`src/core/crs_pkg.sv`:
```
package crs_pkg;

  // clock and delay timing
  localparam int CLK_MHZ = 250;
  localparam int DELAY_TIME_MS = 18;
  localparam int TB_TICK_NS = 1000;
  localparam int TB_DIV = TB_TICK_NS * CLK_MHZ / 1000;
  localparam int DELAY_TICKS = DELAY_TIME_MS * 1000000 / TB_TICK_NS;
  localparam int DELAY_W = 16;
  localparam int TB_W = 8;
  localparam int CLOCK_OUT_DIV = 4;

  // register indices, byte address is index times four
  localparam int ADDR_W = 8;
  localparam logic [5:0] IDX_PROG_CTR_LOW = 6'h02;
  localparam logic [5:0] IDX_CORE_STATUS = 6'h03;
  localparam logic [5:0] IDX_INDIRECT_POINTER = 6'h04;
  localparam logic [5:0] IDX_PORT_DIRECTION = 6'h08;
  localparam logic [5:0] IDX_OPTION = 6'h09;
  localparam logic [5:0] IDX_CONFIG = 6'h0A;
  localparam logic [5:0] IDX_CAUSE = 6'h0B;
  localparam logic [5:0] IDX_SCRATCH = 6'h0C;

  // reset values and field positions
  localparam logic [7:0] PROG_CTR_LOW_RST = 8'hFF;
  localparam logic [7:0] CORE_STATUS_POR = 8'h18;
  localparam logic [7:0] PORT_DIRECTION_RST = 8'hFF;
  localparam logic [5:0] OPTION_RST = 6'h3F;
  localparam int INDIRECT_MSB = 7;
  localparam int CONFIG_RC_BIT = 0;
  localparam logic CONFIG_RC_RST = 1'h0;

  // axi responses
  localparam logic [1:0] RESP_OKAY = 2'h0;
  localparam logic [1:0] RESP_SLVERR = 2'h2;

  typedef enum logic [2:0] {
    CRS_CAUSE_POR,
    CRS_CAUSE_CLEAR_RUN,
    CRS_CAUSE_CLEAR_WAKE,
    CRS_CAUSE_WATCHDOG_RUN,
    CRS_CAUSE_WATCHDOG_WAKE
  } crs_cause_type;

  typedef enum logic [1:0] {
    CRS_ST_HOLD,
    CRS_ST_RUN,
    CRS_ST_SLEEP
  } crs_state_type;

  typedef struct packed {
    logic [2:0] upper;
    logic timeout_flag_n;
    logic powerdown_flag_n;
    logic [2:0] lower;
  } crs_status_type;

endpackage

```
`src/core/crs_sync2.sv`:
```
module crs_sync2 (
  // clock and reset
  input wire logic aclk,
  input wire logic aresetn,
  // level in and out
  input wire logic din,
  output logic dout
);

  logic meta_q;
  logic sync_q;

  always_ff @(posedge aclk) begin
    if (!aresetn) begin
      meta_q <= 1'b0;
      sync_q <= 1'b0;
    end else begin
      meta_q <= din;
      sync_q <= meta_q;
    end
  end

  assign dout = sync_q;

endmodule

```
`src/core/crs_delay_timer.sv`:
```
module crs_delay_timer #(
  parameter int TERM_TICKS = crs_pkg::DELAY_TICKS
) (
  // clock and reset
  input wire logic aclk,
  input wire logic aresetn,
  // control
  input wire logic count_en,
  input wire logic restart,
  // result
  output logic expired
);

  logic [crs_pkg::TB_W-1:0] tb_q;
  logic [crs_pkg::DELAY_W-1:0] cnt_q;
  logic tick;
  logic last;

  // free-running timebase, never gated by the delay logic
  assign tick = (tb_q == crs_pkg::TB_W'(crs_pkg::TB_DIV - 1));
  assign last = (cnt_q == crs_pkg::DELAY_W'(TERM_TICKS - 1));
  assign expired = count_en & tick & last;

  always_ff @(posedge aclk) begin
    if (!aresetn) begin
      tb_q <= '0;
    end else if (tick) begin
      tb_q <= '0;
    end else begin
      tb_q <= tb_q + 1'b1;
    end
  end

  always_ff @(posedge aclk) begin
    if (!aresetn || restart || !count_en) begin
      cnt_q <= '0;
    end else if (tick && !last) begin
      cnt_q <= cnt_q + 1'b1;
    end
  end

endmodule

```
`src/core/crs_reset_seq.sv`:
```
// Operation
// RULE1: five reset conditions are told apart
// RULE2: unaffected registers keep value, never reset
// RULE3: wake-up from sleep does full reset
// RULE4: defined registers reload on every reset
// RULE5: timeout and powerdown flags at status 4:3
// RULE6: program counter low ones; status 0001 1xxx
// RULE7: master clear run: clear 7:5, keep rest
// RULE8: master clear wake: 000, timeout 1, powerdown 0
// RULE9: watchdog run: clear 7:5 and TO
// RULE10: watchdog wake: clear 7:5, TO and PD
// RULE11: clear-watchdog sets timeout and powerdown flags
// RULE12: direction, option, pointer MSB to ones
// RULE13: power-up sets latch, clears delay timer
// RULE14: delay timer idle while master clear low
// RULE15: delay expiry releases chip reset
// RULE16: driver holds master clear low until supply good
// RULE17: no internal reset on supply fall
// RULE18: driver holds master clear within operating range
// RULE19: RC mode drives clock divided by four
// RULE20: watchdog time-out restarts delay timer
// RULE21: delay timer on own free-running timebase
// RULE22: master clear synchronised before use
//
// The AXI4-Lite interface to the registers was left to the implementer.
module crs_reset_seq #(
  parameter int DELAY_TICKS = crs_pkg::DELAY_TICKS
) (
  // clock and power-up reset
  input wire logic aclk,
  input wire logic aresetn,
  // pins
  input wire logic master_clear_n,
  output logic divided_clock_out_pin,
  // core events, same clock, one-cycle pulses
  input wire logic watchdog_timeout,
  input wire logic sleep_instr,
  input wire logic clear_watchdog_instr,
  // core-facing reset and register values
  output logic chip_reset,
  output logic [7:0] prog_ctr_low,
  output logic [7:0] core_status,
  output logic [7:0] indirect_pointer,
  output logic [7:0] port_direction,
  output logic [5:0] option_bits,
  // axi4-lite write address
  input wire logic [crs_pkg::ADDR_W-1:0] s_axi_awaddr,
  input wire logic s_axi_awvalid,
  output logic s_axi_awready,
  // axi4-lite write data
  input wire logic [31:0] s_axi_wdata,
  input wire logic [3:0] s_axi_wstrb,
  input wire logic s_axi_wvalid,
  output logic s_axi_wready,
  // axi4-lite write response
  output logic [1:0] s_axi_bresp,
  output logic s_axi_bvalid,
  input wire logic s_axi_bready,
  // axi4-lite read address
  input wire logic [crs_pkg::ADDR_W-1:0] s_axi_araddr,
  input wire logic s_axi_arvalid,
  output logic s_axi_arready,
  // axi4-lite read data
  output logic [31:0] s_axi_rdata,
  output logic [1:0] s_axi_rresp,
  output logic s_axi_rvalid,
  input wire logic s_axi_rready
);

  crs_pkg::crs_state_type state_q;
  crs_pkg::crs_state_type state_d;
  crs_pkg::crs_cause_type cause_q;
  crs_pkg::crs_cause_type cause_d;
  crs_pkg::crs_status_type status_q;
  crs_pkg::crs_status_type status_d;
  logic [7:0] prog_ctr_low_q;
  logic indirect_msb_q;
  logic [6:0] indirect_low_q;
  logic [7:0] port_direction_q;
  logic [5:0] option_q;
  logic rc_mode_q;
  logic [7:0] scratch_q;
  logic [1:0] div_q;
  logic clk_out_q;
  logic clear_sync;
  logic delay_expired;
  logic delay_count_en;
  logic is_hold;
  logic is_run;
  logic is_sleep;
  logic clear_evt;
  logic watchdog_evt;
  logic rst_evt;

  // master clear pin through two flops
  crs_sync2 u_clear_sync ( // RULE22
    .aclk(aclk),
    .aresetn(aresetn),
    .din(master_clear_n),
    .dout(clear_sync)
  );

  assign is_hold = (state_q == crs_pkg::CRS_ST_HOLD);
  assign is_run = (state_q == crs_pkg::CRS_ST_RUN);
  assign is_sleep = (state_q == crs_pkg::CRS_ST_SLEEP);
  // supply fall has no input here: only aresetn (power-up) and the pin reset
  assign clear_evt = !clear_sync && !is_hold; // RULE17
  assign watchdog_evt = watchdog_timeout;
  assign rst_evt = clear_evt || watchdog_evt; // RULE1

  // delay counts only while held and master clear seen high
  assign delay_count_en = is_hold && clear_sync; // RULE14

  crs_delay_timer #(
    .TERM_TICKS(DELAY_TICKS)
  ) u_delay ( // RULE21
    .aclk(aclk),
    .aresetn(aresetn), // RULE13
    .count_en(delay_count_en),
    .restart(watchdog_evt), // RULE20
    .expired(delay_expired)
  );

  // sequencer
  always_comb begin
    state_d = state_q;
    case (state_q)
      crs_pkg::CRS_ST_HOLD: begin
        if (delay_expired && !watchdog_evt) begin
          state_d = crs_pkg::CRS_ST_RUN; // RULE15
        end
      end
      crs_pkg::CRS_ST_RUN: begin
        if (rst_evt) begin
          state_d = crs_pkg::CRS_ST_HOLD;
        end else if (sleep_instr) begin
          state_d = crs_pkg::CRS_ST_SLEEP;
        end
      end
      crs_pkg::CRS_ST_SLEEP: begin
        if (rst_evt) begin
          state_d = crs_pkg::CRS_ST_HOLD; // RULE3
        end
      end
      default: begin
        state_d = crs_pkg::CRS_ST_HOLD;
      end
    endcase
  end

  // cause of the latest reset
  always_comb begin
    cause_d = cause_q;
    if (watchdog_evt) begin
      cause_d = is_sleep ? crs_pkg::CRS_CAUSE_WATCHDOG_WAKE : crs_pkg::CRS_CAUSE_WATCHDOG_RUN; // RULE1
    end else if (clear_evt) begin
      cause_d = is_sleep ? crs_pkg::CRS_CAUSE_CLEAR_WAKE : crs_pkg::CRS_CAUSE_CLEAR_RUN; // RULE1
    end
  end

  always_ff @(posedge aclk) begin
    if (!aresetn) begin
      state_q <= crs_pkg::CRS_ST_HOLD; // RULE13
      cause_q <= crs_pkg::CRS_CAUSE_POR;
    end else begin
      state_q <= state_d;
      cause_q <= cause_d;
    end
  end

  assign chip_reset = is_hold;

  // bus decode
  logic wr_fire;
  logic rd_fire;
  logic [5:0] wr_idx;
  logic [5:0] rd_idx;
  logic wr_status;
  logic wr_ptr;
  logic wr_dir;
  logic wr_opt;
  logic wr_cfg;
  logic wr_scr;
  logic wr_prog;
  logic wr_hit;
  logic rd_hit;
  logic [7:0] rd_byte;
  logic [7:0] wbyte;

  assign s_axi_awready = s_axi_awvalid && s_axi_wvalid && !s_axi_bvalid;
  assign s_axi_wready = s_axi_awready;
  assign wr_fire = s_axi_awready;
  assign wr_idx = s_axi_awaddr[7:2];
  // lane 0 holds the whole 8-bit register
  assign wbyte = s_axi_wdata[7:0];
  assign wr_prog = wr_fire && s_axi_wstrb[0] && (wr_idx == crs_pkg::IDX_PROG_CTR_LOW);
  assign wr_status = wr_fire && s_axi_wstrb[0] && (wr_idx == crs_pkg::IDX_CORE_STATUS);
  assign wr_ptr = wr_fire && s_axi_wstrb[0] && (wr_idx == crs_pkg::IDX_INDIRECT_POINTER);
  assign wr_dir = wr_fire && s_axi_wstrb[0] && (wr_idx == crs_pkg::IDX_PORT_DIRECTION);
  assign wr_opt = wr_fire && s_axi_wstrb[0] && (wr_idx == crs_pkg::IDX_OPTION);
  assign wr_cfg = wr_fire && s_axi_wstrb[0] && (wr_idx == crs_pkg::IDX_CONFIG);
  assign wr_scr = wr_fire && s_axi_wstrb[0] && (wr_idx == crs_pkg::IDX_SCRATCH);
  assign wr_hit = (wr_idx == crs_pkg::IDX_PROG_CTR_LOW) || (wr_idx == crs_pkg::IDX_CORE_STATUS) ||
                  (wr_idx == crs_pkg::IDX_INDIRECT_POINTER) || (wr_idx == crs_pkg::IDX_PORT_DIRECTION) ||
                  (wr_idx == crs_pkg::IDX_OPTION) || (wr_idx == crs_pkg::IDX_CONFIG) ||
                  (wr_idx == crs_pkg::IDX_CAUSE) || (wr_idx == crs_pkg::IDX_SCRATCH);

  // status: flags are hardware-owned, reset events win over everything
  always_comb begin
    status_d = status_q;
    if (wr_status) begin
      status_d.upper = wbyte[7:5];
      status_d.lower = wbyte[2:0];
    end
    if (clear_watchdog_instr && is_run) begin
      status_d.timeout_flag_n = 1'b1; // RULE11
      status_d.powerdown_flag_n = 1'b1; // RULE11
    end
    if (sleep_instr && is_run) begin
      status_d.timeout_flag_n = 1'b1;
      status_d.powerdown_flag_n = 1'b0;
    end
    if (rst_evt) begin
      status_d.upper = 3'h0; // RULE7
      status_d.lower = status_q.lower;
      if (watchdog_evt) begin
        status_d.timeout_flag_n = 1'b0; // RULE9
        status_d.powerdown_flag_n = is_sleep ? 1'b0 : status_q.powerdown_flag_n; // RULE10
      end else if (is_sleep) begin
        status_d.timeout_flag_n = 1'b1; // RULE8
        status_d.powerdown_flag_n = 1'b0; // RULE8
      end else begin
        status_d.timeout_flag_n = status_q.timeout_flag_n; // RULE7
        status_d.powerdown_flag_n = status_q.powerdown_flag_n;
      end
    end
  end

  always_ff @(posedge aclk) begin
    if (!aresetn) begin
      status_q <= crs_pkg::CORE_STATUS_POR; // RULE6
    end else begin
      status_q <= status_d; // RULE5
    end
  end

  // defined-state registers
  always_ff @(posedge aclk) begin
    if (!aresetn || rst_evt) begin
      prog_ctr_low_q <= crs_pkg::PROG_CTR_LOW_RST; // RULE6
      indirect_msb_q <= 1'b1; // RULE12
      port_direction_q <= crs_pkg::PORT_DIRECTION_RST; // RULE12
      option_q <= crs_pkg::OPTION_RST; // RULE4
    end else begin
      if (wr_prog) begin
        prog_ctr_low_q <= wbyte;
      end
      if (wr_ptr) begin
        indirect_msb_q <= wbyte[crs_pkg::INDIRECT_MSB];
      end
      if (wr_dir) begin
        port_direction_q <= wbyte;
      end
      if (wr_opt) begin
        option_q <= wbyte[5:0];
      end
    end
  end

  // unaffected registers: no reset term at all
  always_ff @(posedge aclk) begin
    if (wr_ptr) begin
      indirect_low_q <= wbyte[6:0]; // RULE2
    end
    if (wr_scr) begin
      scratch_q <= wbyte; // RULE2
    end
  end

  // configuration survives core resets, cleared only on power-up
  always_ff @(posedge aclk) begin
    if (!aresetn) begin
      rc_mode_q <= crs_pkg::CONFIG_RC_RST;
    end else if (wr_cfg) begin
      rc_mode_q <= wbyte[crs_pkg::CONFIG_RC_BIT];
    end
  end

  // clock out: aclk stands for the oscillator
  always_ff @(posedge aclk) begin
    if (!aresetn) begin
      div_q <= 2'h0;
      clk_out_q <= 1'b0;
    end else begin
      div_q <= div_q + 2'h1;
      clk_out_q <= rc_mode_q && (div_q < 2'(crs_pkg::CLOCK_OUT_DIV / 2)); // RULE19
    end
  end

  assign divided_clock_out_pin = clk_out_q;

  // write response
  always_ff @(posedge aclk) begin
    if (!aresetn) begin
      s_axi_bvalid <= 1'b0;
      s_axi_bresp <= crs_pkg::RESP_OKAY;
    end else if (wr_fire) begin
      s_axi_bvalid <= 1'b1;
      s_axi_bresp <= wr_hit ? crs_pkg::RESP_OKAY : crs_pkg::RESP_SLVERR;
    end else if (s_axi_bready) begin
      s_axi_bvalid <= 1'b0;
    end
  end

  // read path
  assign s_axi_arready = !s_axi_rvalid;
  assign rd_fire = s_axi_arvalid && s_axi_arready;
  assign rd_idx = s_axi_araddr[7:2];
  assign rd_hit = (rd_idx == crs_pkg::IDX_PROG_CTR_LOW) || (rd_idx == crs_pkg::IDX_CORE_STATUS) ||
                  (rd_idx == crs_pkg::IDX_INDIRECT_POINTER) || (rd_idx == crs_pkg::IDX_PORT_DIRECTION) ||
                  (rd_idx == crs_pkg::IDX_OPTION) || (rd_idx == crs_pkg::IDX_CONFIG) ||
                  (rd_idx == crs_pkg::IDX_CAUSE) || (rd_idx == crs_pkg::IDX_SCRATCH);
  assign rd_byte = (rd_idx == crs_pkg::IDX_PROG_CTR_LOW) ? prog_ctr_low_q :
                   (rd_idx == crs_pkg::IDX_CORE_STATUS) ? status_q :
                   (rd_idx == crs_pkg::IDX_INDIRECT_POINTER) ? {indirect_msb_q, indirect_low_q} :
                   (rd_idx == crs_pkg::IDX_PORT_DIRECTION) ? port_direction_q :
                   (rd_idx == crs_pkg::IDX_OPTION) ? {2'h0, option_q} :
                   (rd_idx == crs_pkg::IDX_CONFIG) ? {7'h00, rc_mode_q} :
                   (rd_idx == crs_pkg::IDX_CAUSE) ? {3'h0, cause_q, is_sleep, is_hold} :
                   (rd_idx == crs_pkg::IDX_SCRATCH) ? scratch_q : 8'h00;

  always_ff @(posedge aclk) begin
    if (!aresetn) begin
      s_axi_rvalid <= 1'b0;
      s_axi_rdata <= 32'h0000_0000;
      s_axi_rresp <= crs_pkg::RESP_OKAY;
    end else if (rd_fire) begin
      s_axi_rvalid <= 1'b1;
      s_axi_rdata <= {24'h00_0000, rd_byte};
      s_axi_rresp <= rd_hit ? crs_pkg::RESP_OKAY : crs_pkg::RESP_SLVERR;
    end else if (s_axi_rready) begin
      s_axi_rvalid <= 1'b0;
    end
  end

  // core-facing copies
  assign prog_ctr_low = prog_ctr_low_q;
  assign core_status = status_q;
  assign indirect_pointer = {indirect_msb_q, indirect_low_q};
  assign port_direction = port_direction_q;
  assign option_bits = option_q;

endmodule

```
`config.mk`:
```
export PLATFORM = sky130hd
export DESIGN_NAME = crs_reset_seq
export DESIGN_NICKNAME = d
export VERILOG_FILES = /design/src/core/crs_pkg.sv /design/src/core/crs_sync2.sv /design/src/core/crs_delay_timer.sv /design/src/core/crs_reset_seq.sv
export SDC_FILE = /design/constraint.sdc
export NUM_CORES = 1
export LEC_CHECK = 0
export BUFFER_PORTS_ARGS = -buffer_cell sky130_fd_sc_hd__buf_2
export CAP_MARGIN = 0
export CORE_MARGIN = 5
export CORE_UTILIZATION = 46
export DETAILED_ROUTE_END_ITERATION = 7
export HOLD_SLACK_MARGIN = 0.02
export PLACE_DENSITY = 0.76
export RECOVER_POWER = 25
export SYNTH_ARGS = -nofsm -noshare
export SYNTH_HDL_FRONTEND = slang
export SYNTH_HIERARCHICAL = 1
export SYNTH_SLANG_ARGS = --single-unit
```
`constraint.sdc`:
```
create_clock -name aclk -period 2.1 [get_ports aclk]
set_input_delay 0.105 -clock aclk [delete_from_list [all_inputs] [get_ports aclk]]
set_output_delay 0.105 -clock aclk [all_outputs]
set_load 0.02 [all_outputs]
```
; Yosys cells after proc, flatten, opt, wreduce, memory -nomap -nowiden
; Index checks and enable logic that the tools add are counted.
[totals]
reg_bits = 95
in_bits = 63
[op_classes]
n_addsub = 3
magnitude_cmp = 1
eq_ne = 25
muxes = 30
bitwise = 4
n_reduce_logical = 55
[op_table]
columns = operator, count
row1 = $mux 8, 8
row2 = $eq 6x4->1 const B, 10
row3 = $eq 6x2->1 const B, 4
row4 = $mux 2, 11
row5 = $logic_and 1x1->1, 18
row6 = $logic_or 1x1->1, 18
row7 = $add 16x1->16 const B, 1
row8 = $eq 16x15->1 const B, 1
row9 = $eq 6x3->1 const B, 2
row10 = $mux 3, 4
row11 = $add 8x1->8 const B, 1
row12 = $eq 8x8->1 const B, 1
row13 = $logic_not 1->1, 8
row14 = $pmux 2 s3, 1
row15 = $reduce_and 2->1, 3
row16 = $reduce_bool 2->1, 3
row17 = $mux 1, 5
row18 = $mux 5, 1
row19 = $ne 2x1->1 const B, 2
row20 = $reduce_or 2->1, 2
row21 = $ne 3x2->1 const B, 1
row22 = $ne 3x3->1 const B, 1
row23 = $reduce_and 3->1, 1
row24 = $reduce_bool 3->1, 1
row25 = other kinds (8), 10

; Depth between registers and ports, before layout
; Gate-level depths: netlist (run 1).
[depth]
word_depth = 9
depth_mapped = 7

; By module
; Netlist (run 1), hierarchy kept.
[by_module_without_submodules]
columns = mod, n_inst, cells_per_inst, area_each_um2, seq_area_each_um2
row1 = crs_reset_seq, 1, 351, 3304.4, 1491.4
row2 = crs_delay_timer, 1, 134, 1196.1, 480.5
row3 = crs_sync2, 1, 4, 52.6, 40.0

; Least setup slack after synthesis (run 1)
; OpenSTA, ideal clock, no wires.
[synth_path]
kind = register to register
startpoint = register s_axi_bvalid
endpoint = register scratch_q[0], enable pin
setup_ns = 0.371
arrival_ns = 1.767
required_ns = 1.729
path_slack_ns = -0.038
path_stages_with_launch = 4
n_path_buf = 0
path_cell_list = dfxtp_1 nand3b_1 or4_4 nor2_1
[synth_via]
elab_chain_len = 4
[synth_lines]
columns = item, line
row1 = "start, declared", crs_reset_seq.sv:57  ; output logic s_axi_bvalid,
row2 = "start signal, assigned", crs_reset_seq.sv:305  ; s_axi_bvalid <= 1'b0;
row3 = "start signal, assigned", crs_reset_seq.sv:308  ; s_axi_bvalid <= 1'b1;
row4 = "start signal, assigned", crs_reset_seq.sv:311  ; s_axi_bvalid <= 1'b0;
row5 = $logic_not 1->1, crs_reset_seq.sv:190  ; assign s_axi_awready = s_axi_awvalid && s_axi_wvalid && !s_axi_bvalid;
row6 = $logic_and 1x1->1, crs_reset_seq.sv:190
row7 = $logic_and 1x1->1 (2 in a row), crs_reset_seq.sv:202  ; assign wr_scr = wr_fire && s_axi_wstrb[0] && (wr_idx == crs_pkg::IDX_SCRATCH);
row8 = via wr_scr, crs_reset_seq.sv:183  ; logic wr_scr;
row9 = "end signal, assigned", crs_reset_seq.sv:276  ; scratch_q <= wbyte;
row10 = "end, declared", crs_reset_seq.sv:82  ; logic [7:0] scratch_q;
; The timed path passes the listed nets, and every way through them passes these cells.
; A chain may end at the register's enable or synchronous reset.

; Worst setup path in the final report (run 1)
[layout_path]
startpoint = register u_delay/tb_q[0] (netlist name)
endpoint = register u_delay/cnt_q[14] (netlist name)
[layout_via]
elab_chain_len = 2
[layout_lines]
columns = item, line
row1 = "start, declared", crs_delay_timer.sv:14  ; logic [crs_pkg::TB_W-1:0] tb_q;
row2 = "start signal, assigned", crs_delay_timer.sv:30  ; tb_q <= tb_q + 1'b1;
row3 = $eq 8x8->1, crs_delay_timer.sv:20  ; assign tick = (tb_q == crs_pkg::TB_W'(crs_pkg::TB_DIV - 1));
row4 = $logic_and 1x1->1, crs_delay_timer.sv:37  ; end else if (tick && !last) begin
row5 = "end signal, assigned", crs_delay_timer.sv:38  ; cnt_q <= cnt_q + 1'b1;
row6 = "end, declared", crs_delay_timer.sv:15  ; logic [crs_pkg::DELAY_W-1:0] cnt_q;
; No other way between the ends.

==> impl_metrics.toml, run 1 <==
[sta]
skew_ns = 0.0138
hold_viol_final = 0
drv_slew = 0
fin_tns_setup_ns = 0
setup_viol = 0
fmax_mhz = 523
maxSlewHeadroom_pct = 35.8
min_period_over_period_pct = 91.0
tightestPinTransition_ns = 0.963
fin_crit_ns = 1.91
rsz0062_at_grt = "no"

[die]
die_h_um = 109
start_util_pct = 46.8
coreArea_mm2 = 0.00973
die_w_um = 109
dieArea_mm2 = 0.0120
io_pins = 144
row_count = 36

[final_layout]
layout_common_cells = "78 x dfxtp_1, 58 x nand2_1, 58 x buf_2"
diodes = 0
fin_util_pct = 54.5
area_growth_pct = 16.5
nFillCells = 908
layout.nets = 654
drive_gt1_share_pct = 16.9
final_common_cell = "dfxtp_1"

[route]
route.met2.wl_mm = 5.66
drt_iter0_drc = 291
vias = 4083
wl_met1_mm = 5.19
ant_nets = 0
dr.pass1.iters = 5
wl_met3_um = 967
wirelength_mm = 12.2
viasPerCell = 5.64
route.detailed.drc = 0
highest_layer = "met4"
wl_per_cell_um = 16.8

[synth]
yosysTopAreaCell = "dfxtp_1"
synth.top_cell.area_share_pct = 34.3
synth-seq-cells = 93
synth_edf_count = 15
syn_area_mm2 = 0.00455
synthFlopType = "dfxtp_1"
ys_types = 60
synth_cells = 489
synthArstFlopShare_pct = 0
syn_avg_cell_area_um2 = 9.31
ys_seq_area_share_pct = 44.2
synthTopCellsByArea = "dfxtp_1 34%, edfxtp_1 9.9%, mux2i_1 5.9%"
synth-warning-count = 6

[clock_tree]
cts-root-buf = "clkbuf_8"
cts_tree = "built"
htreeDepth = 3
clock_latency_ns = 0.37
cts_setup_buffers = 0
clock_sinks = 93
numCtsBuffers = 9
cts.clk_slew.worst_paths_ns = 0.10
ctsLongestPathBuffers = 2

[setup_path]
crit_fanout = 15
path_cells = "ha_1 -> and4b_4 -> nand2_1 -> or4_1 -> a21oi_1"
crit_start = "u_delay/tb_q[0]$_SDFF_PP0_"
slowest_stage = "or4_1"
r2r-start = "u_delay/tb_q[0]$_SDFF_PP0_"
critPathKind = "flip-flop to flip-flop"
rr_worst_depth = 5
crit_path_end_kind = "flip-flop"
critPathRequiredTime_ns = 2.40
arrival_ns = 2.21
rr_endpoint = "u_delay/cnt_q[14]$_SDFFE_PP0P_"
critPathMaxStageDelay_ns = 0.58
r2r_setup_slack_ns = 0.19
cp-start-kind = "flip-flop"

[power_and_ir_drop]
power_leakage_nw = 1.98
power.density_mw_per_mm2 = 628
vdd_drop_max_mv = 0.434
power_mw = 3.33

[place]
port_buffers = 86
gp_congestion = 0.868
hpwl_mm = 8.91

[worst_hold_path]
min-delay-start = "s_axi_awaddr[6]"
hold_class = "primary input to flip-flop"
hold-path-endpoint = "s_axi_bresp[1]$_SDFFE_PN0P_"
whs_path_depth = 3

[flow_run]
max_cap_viol_count = 0

[outcome]
outcome = "finished, final reports clean"

[grt]
grt_remaining_overflow = 0
grt_pass1_vias = 3972
grt_usage_pct = 20.3
grt_pass1_wl_mm = 19.0
antenna_found_initial = 0
grt_max_degree = 23
power breakdown:
| part | switching [mW] | internal (mW) | leakage (nW) |
|---|---|---|---|
| sequential | 0.0199 | 1.83 | 0.768 |
| clock | 0.712 | 0.460 | 0.0943 |
| combinational | 0.205 | 0.100 | 1.12 |
synth_stat cells (7+ instances only):
| cell | n |
|---|---|
| dfxtp_1 | 78 |
| nand2_1 | 58 |
| buf_4 | 28 |
| nor2_1 | 28 |
| mux2i_1 | 27 |
| a21oi_1 | 24 |
| inv_1 | 19 |
| clkbuf_1 | 17 |
| edfxtp_1 | 15 |
| nand3_1 | 14 |
| o31ai_1 | 14 |
| o21ai_0 | 13 |
| a31oi_1 | 11 |
| a221oi_1 | 10 |
| or4_1 | 10 |
| and4_1 | 8 |
| nand4_1 | 7 |
| o21a_1 | 7 |
how the worst max path moves through the flow:
stage | to | slack [ns]
floorplan | scratch_q[0]$_DFFE_PP_ | 0.10
detailed placement | u_delay/cnt_q[14]$_SDFFE_PP0P_ | 0.19
global route | u_delay/cnt_q[14]$_SDFFE_PP0P_ | 0.04
finish | u_delay/cnt_q[14]$_SDFFE_PP0P_ | 0.19
global placement | u_delay/cnt_q[3]$_SDFFE_PP0P_ | 0.29
CTS | u_delay/cnt_q[14]$_SDFFE_PP0P_ | 0.18
sequential cells by signal (all words and copies together) (netlist names), 2 cells and up:
register,flops
option_bits,6
u_delay/tb_q,8
port_direction,8
div_q,2
indirect_low_q,7
prog_ctr_low,8
s_axi_rdata,8
scratch_q,8
cause_q,3
u_delay/cnt_q,16
core_status,8
state_q,2
cells by family after synthesis:
family	count (synthesis)	synth area share (%)
fa+ha+maj	5	1.37
other cells	1	0.0824
buf+inv	69	8.41
xor+xnor	9	1.73
flops	93	44.2
simple gates	183	23.1
compound gates	102	15.2
mux	27	5.94
timing repair:
| item | CTS | global route |
|---|---|---|
| hold endpoints to repair | 24 | 0 |
| setup endpoints to repair | 0 | 0 |
| resized for setup | 0 | 0 |
| hold buffers | 11 | 0 |
per-stage QoR:
stage | setup slack, ns | instances | area (um2) | hold slack, ns
after floorplan | 0.105 | 514 | 4650 | 0.182
after global placement | 0.293 | 697 | 5040 | 0.308
after detailed placement | 0.192 | 697 | 5040 | 0.329
after CTS | 0.180 | 724 | 5340 | 0.0268
after global routing | 0.0426 | 724 | 5300 | 0.0267
final | 0.189 | 724 | 5300 | 0.0298
critical path: cells and delay by family, from the launching register on:
family          cells  cell delay, ns
compound gates      1            0.16
flops               1            0.39
fa+ha+maj           1            0.19
simple gates        3            1.11
cell type report:
| cell class | instances | area, um2 | share of cell area [%] |
|---|---|---|---|
| Clock buffer | 9 | 124 | 2.34 |
| Clock inverter | 7 | 65.1 | 1.23 |
| Inverter | 19 | 71.3 | 1.34 |
| Multi-Input combinational cell | 352 | 2260 | 42.6 |
| Sequential cell | 93 | 2010 | 37.9 |
| Tap cell | 133 | 166 | 3.14 |
| Timing Repair Buffer | 111 | 607 | 11.4 |
metal layers:
metal  GRT usage (%)  vias to the layer above
met3            5.05                       34
met2            32.8                      185
met5               0                        -
met4            8.90                        0
met1            25.8                     1924
li1                -                     1940
Note: power is estimated with default switching activity, not from simulation.
==> inputs of run 2 (changes only) <==
Settings changed: CAP_MARGIN 0 to 10, CORE_ASPECT_RATIO set to 1.5.
==> run 2 against run 1 <==
Against the previous run: global-route usage shrank 0.70 points; routed wire length about the same; sequential share of layout area increased by 0.12 points; sequential cell count unchanged; worst setup slack lost 0.026 ns; clock power rose by 23%; final area decreased by 0.31%; non-clock buffer count down 7; maximum frequency decreased by 1.3%; largest power group unchanged.
==> impl_metrics.toml, run 2 (synthesis results as in run 1) <==
[outcome]
outcome = "finished, final reports clean"

[sta]
drv_slew = 0
rsz0062_at_grt = "no"
setup_viol = 0
hold_viol_final = 0
maxSlewHeadroom_pct = 37.8
fin_crit_ns = 1.94
min_period_over_period_pct = 92.2
tightestPinTransition_ns = 0.932
fin_tns_setup_ns = 0
worst_slack_ns = 0.164
hold_slack_ns = 0.0407
fmax_mhz = 516
skew_ns = 0.00485

[final_layout]
area_growth_pct = 16.1
final_area_mm2 = 0.00529
diodes = 0
regArea_mm2 = 0.00201
nFillCells = 867
multi_input_comb_area_mm2 = 0.00226
final_common_cell = "dfxtp_1"
largest-register = "u_delay/cnt_q"
layout_common_cells = "78 x dfxtp_1, 58 x nand2_1, 57 x buf_2"
layout.nets = 647
drive_gt1_share_pct = 16.3
largest_reg_flops = 16

[route]
wirelength_mm = 12.2
viasPerCell = 5.83
drt_iter0_drc = 269
route.detailed.drc = 0
ant_nets = 0
vias = 4078
wl_per_cell_um = 17.4
dr.pass1.iters = 5

[die]
start_util_pct = 47.0
dieArea_mm2 = 0.0120
coreArea_mm2 = 0.00969
io_pins = 144
die_h_um = 132
row_count = 44
die_w_um = 91.2

[power_and_ir_drop]
power.density_mw_per_mm2 = 678
power_leakage_nw = 1.98
power_mw = 3.59
vdd_drop_max_mv = 0.560

[place]
pre_cts_ws_ns = 0.200
place_area_mm2 = 0.00501
port_buffers = 86
gp_congestion = 0.860
hpwl_mm = 9.04

[clock_tree]
clock_latency_ns = 0.33
ctsLongestPathBuffers = 2
htreeDepth = 3
numCtsBuffers = 9
cts.clk_slew.worst_paths_ns = 0.06
cts_tree = "built"
clock_sinks = 93
cts_setup_buffers = 0
cts-root-buf = "clkbuf_16"

[setup_path]
crit_path_end_kind = "flip-flop"
crit_fanout = 11
critPathKind = "flip-flop to flip-flop"
arrival_ns = 2.20
cp-start-kind = "flip-flop"
critPathRequiredTime_ns = 2.36

[grt]
grt_pass1_vias = 3955
grt_max_degree = 23
grt_remaining_overflow = 0
grt_usage_pct = 19.6
antenna_found_initial = 0
grt_pass1_wl_mm = 19.1

[flow_run]
max_cap_viol_count = 0

[worst_hold_path]
hold_class = "primary input to flip-flop"
==> run 2: cell types whose count changed in the layout (fill, tap and decap cells not counted), sizes merged <==
cell,previous run,this run
clkbuf,38,40
inv,23,19
dlygate4sd3,11,5
clkinv,2,3
clkinvlp,1,2
buf,71,70
==> run 2: cell type report <==
type,count,area share [%]
multi-input combinational,352,42.7
sequential,93,38.1
timing repair buffer,104,10.2
clock buffer,11,4.40
tap,115,2.72
inverter,19,1.35
clock inverter,5,0.521
==> run 2: worst paths after layout <==
check	slack (ns)	start	cells after the start	to
worst min register to register	0.44	u_clear_sync/meta_q$_SDFF_PN0_	1	u_clear_sync/dout$_SDFF_PN0_
worst max register to register	0.16	u_delay/cnt_q[0]$_SDFFE_PP0P_	5	u_delay/cnt_q[8]$_SDFFE_PP0P_
worst max-delay path	0.16	u_delay/cnt_q[0]$_SDFFE_PP0P_	5	u_delay/cnt_q[8]$_SDFFE_PP0P_
worst min-delay path	0.04	s_axi_bready	3	s_axi_bvalid$_SDFFE_PN0P_
==> run 2: routing by layer <==
layer,vias up,routed length [um],global-route usage (%),share of wire (%)
met5,-,0,0,0
met4,0,545,10.8,4.5
met3,31,947,5.37,7.8
met2,182,6250,34.7,51
met1,1941,4440,20.8,36
li1,1924,-,-,-
==> run 2: worst max-delay path, cell delays in order, from the launching register on <==
cell     delay, ns
dfxtp_1       0.35
ha_1          0.26
and4_1        0.24
and4_1        0.31
or4_1         0.55
a21oi_1       0.16
==> run 2: what timing repair did <==
action / in CTS / in global routing
hold buffers: 4 / 1
endpoints found under the hold margin: 5 / 2
gates resized for setup: 0 / 0
==> run 2: power breakdown <==
part           total, mW  internal (mW)  switching (mW)
logic              0.297         0.0915           0.206
clock network       1.44          0.793           0.645
registers           1.85           1.83          0.0186
total               3.59           2.72           0.869
==> run 2: metrics by stage <==
step | std cells | utilization [%]
final | 699 | 54.6
after global routing | 699 | 54.6
after CTS | 698 | 54.8
after detailed placement | 678 | 51.7
after global placement | 678 | 51.7
after floorplan | 514 | -
==> inputs of run 3 (changes only) <==
Settings changed: CELL_PAD_IN_SITES_DETAIL_PLACEMENT set to 2, CELL_PAD_IN_SITES_GLOBAL_PLACEMENT set to 2, CORE_UTILIZATION 46 to 27, PLACE_DENSITY 0.76 to not set, PLACE_DENSITY_LB_ADDON set to 0.1.
==> run 3 against run 2 <==
Against the previous run: critical path depth is 1 higher; non-clock buffer count is 12 higher; maximum frequency is 0.59% higher; routed wire length is 32% higher; register-to-register slack hardly changed; combinational power is 8.4% higher; clock power is 12% higher; via count is 0.25% higher; cell count is 15% higher.
==> impl_metrics.toml, run 3 (synthesis results as in run 1) <==
[final_layout]
nFillCells = 1926
final_area_mm2 = 0.00555
diodes = 0
drive_gt1_share_pct = 18.3
final_common_cell = "dfxtp_1"
largest-register = "u_delay/cnt_q"
area_growth_pct = 21.9
layout.nets = 659
layout_common_cells = "78 x dfxtp_1, 59 x buf_2, 57 x nand2_1"
largest_reg_flops = 16

[sta]
drv_slew = 0
tightestPinTransition_ns = 0.623
rsz0062_at_grt = "no"
worst_slack_ns = 0.175
setup_viol = 0
hold_viol_final = 0
min_period_over_period_pct = 91.7
fin_crit_ns = 1.93
fin_tns_setup_ns = 0
maxSlewHeadroom_pct = 57.9
fmax_mhz = 519
skew_ns = 0.0121

[die]
dieArea_mm2 = 0.0196
coreArea_mm2 = 0.0167
die_h_um = 169
die_w_um = 116
start_util_pct = 27.3
io_pins = 144
row_count = 58

[setup_path]
critPathRequiredTime_ns = 2.34
rr_worst_depth = 6
arrival_ns = 2.17
crit_buf_inv = 2
slowest_stage = "or4_1"
cpMostUsedCell = "buf_4"
crit_family = "simple AND/OR/NAND/NOR gates"
cp-start-kind = "flip-flop"
path_cells = "nand3b_1 -> buf_4 -> or4_1 -> buf_4 -> mux2i_1 -> nand2_1"
crit_path_end_kind = "flip-flop"
critPathKind = "flip-flop to flip-flop"
cp.depth = 6
crit_fanout = 6
critPathMaxStageDelay_ns = 0.59

[power_and_ir_drop]
power.density_mw_per_mm2 = 681
combPwrFrac_pct = 8.5
intPower_mw = 2.75
power_leakage_nw = 2.06
p_clk_share_pct = 42.6
switchingPower_mw = 1.03
vdd_drop_max_mv = 0.308
power_frac_seq_pct = 48.9
switching_share_pct = 27.2

[clock_tree]
cts_tree = "built"
numCtsBuffers = 9
ctsLongestPathBuffers = 2
clock_sinks = 93
clock_latency_ns = 0.36
cts.clk_slew.worst_paths_ns = 0.08
htreeDepth = 3
cts-root-buf = "clkbuf_16"

[grt]
grt_remaining_overflow = 0
grt_max_degree = 23
grt_usage_pct = 16.8
antenna_found_initial = 0
grt_pass1_wl_mm = 25.2
grt_pass1_vias = 4534

[route]
wirelength_mm = 16.0
viasPerCell = 5.07
wl_per_cell_um = 19.9
ant_nets = 0
dr.pass1.iters = 4
drt_iter0_drc = 115
vias = 4088
route.detailed.drc = 0

[worst_hold_path]
whs_path_depth = 3
hold_class = "primary input to flip-flop"

[place]
gp_congestion = 0.760
pre_cts_ws_ns = 0.133
port_buffers = 86
hpwl_mm = 12.4
place_area_mm2 = 0.00522

[outcome]
outcome = "finished, final reports clean"

[flow_run]
max_cap_viol_count = 0
## run 3: cell count changes in the layout (fill, tap and decap cells not counted), moves of 2 or more
cell / previous run / this run
dlygate4sd3_1: 5 / 8
buf_12: 0 / 2
clkbuf_1: 31 / 28
inv_6: 0 / 3
buf_4: 13 / 19
buf_2: 57 / 59
## run 3: layer usage
layer / GRT usage, % / vias to the layer above / share of wire [%] / wire length (um)
met5: 0 / - / 0 / 0
met4: 6.06 / 0 / 2.6 / 411
met3: 3.11 / 22 / 2.5 / 399
met2: 32.2 / 72 / 57 / 9140
met1: 17.7 / 2042 / 38 / 6080
li1: - / 1952 / - / -
## run 3: power by group through the flow
stage          clock network, mW  registers (mW)  logic, mW
6_report                    1.61            1.85      0.322
5_1_grt                     1.75            1.85      0.354
4_1_cts                     1.68            1.85      0.332
3_5_place_dp                   0            1.89      0.321
3_3_place_gp                   0            1.89      0.313
2_1_floorplan                  0            1.90      0.210
## run 3: stage by stage
stage	util, %	instances	power (mW)	hold slack, ns
5_1_grt	33.3	806	3.96	0.0498
4_1_cts	33.4	805	3.86	0.0217
3_3_place_gp	31.3	782	2.20	0.335
3_5_place_dp	31.3	782	2.21	0.333
2_1_floorplan	-	514	2.11	0.182
6_report	33.3	806	3.78	0.0468
## run 3: worst paths after layout
kind | startpoint | end | slack [ns]
max reg2reg | s_axi_bvalid$_SDFFE_PN0P_ | option_bits[2]$_SDFFE_PP1P_ | 0.17
min reg2reg | div_q[0]$_SDFF_PN0_ | div_q[0]$_SDFF_PN0_ | 0.44
max | s_axi_bvalid$_SDFFE_PN0P_ | option_bits[2]$_SDFFE_PP1P_ | 0.17
min | s_axi_awaddr[7] | s_axi_bresp[1]$_SDFFE_PN0P_ | 0.05
## run 3: area by class of cell
class,instances,area (um2),area share (%)
Sequential cell,93,2010,36.2
Clock buffer,9,225,4.06
Multi-Input combinational cell,352,2260,40.7
Tap cell,210,263,4.73
Inverter,19,71.3,1.28
Clock inverter,7,57.6,1.04
Timing Repair Buffer,116,663,11.9
## run 3: tightest hold or removal path: cells and delay by family
kind	cells	cell delay, ns
AOI/OAI and AO/OA	1	0.13
buffers and inverters	1	0.08
and+or+nand+nor	1	0.04
## run 3: repair_timing
action	4_1_cts	5_1_grt
endpoints found under the setup margin	0	2
resized for setup	0	1
hold endpoints to repair	9	1
hold buffers	7	1
setup buffers	0	0
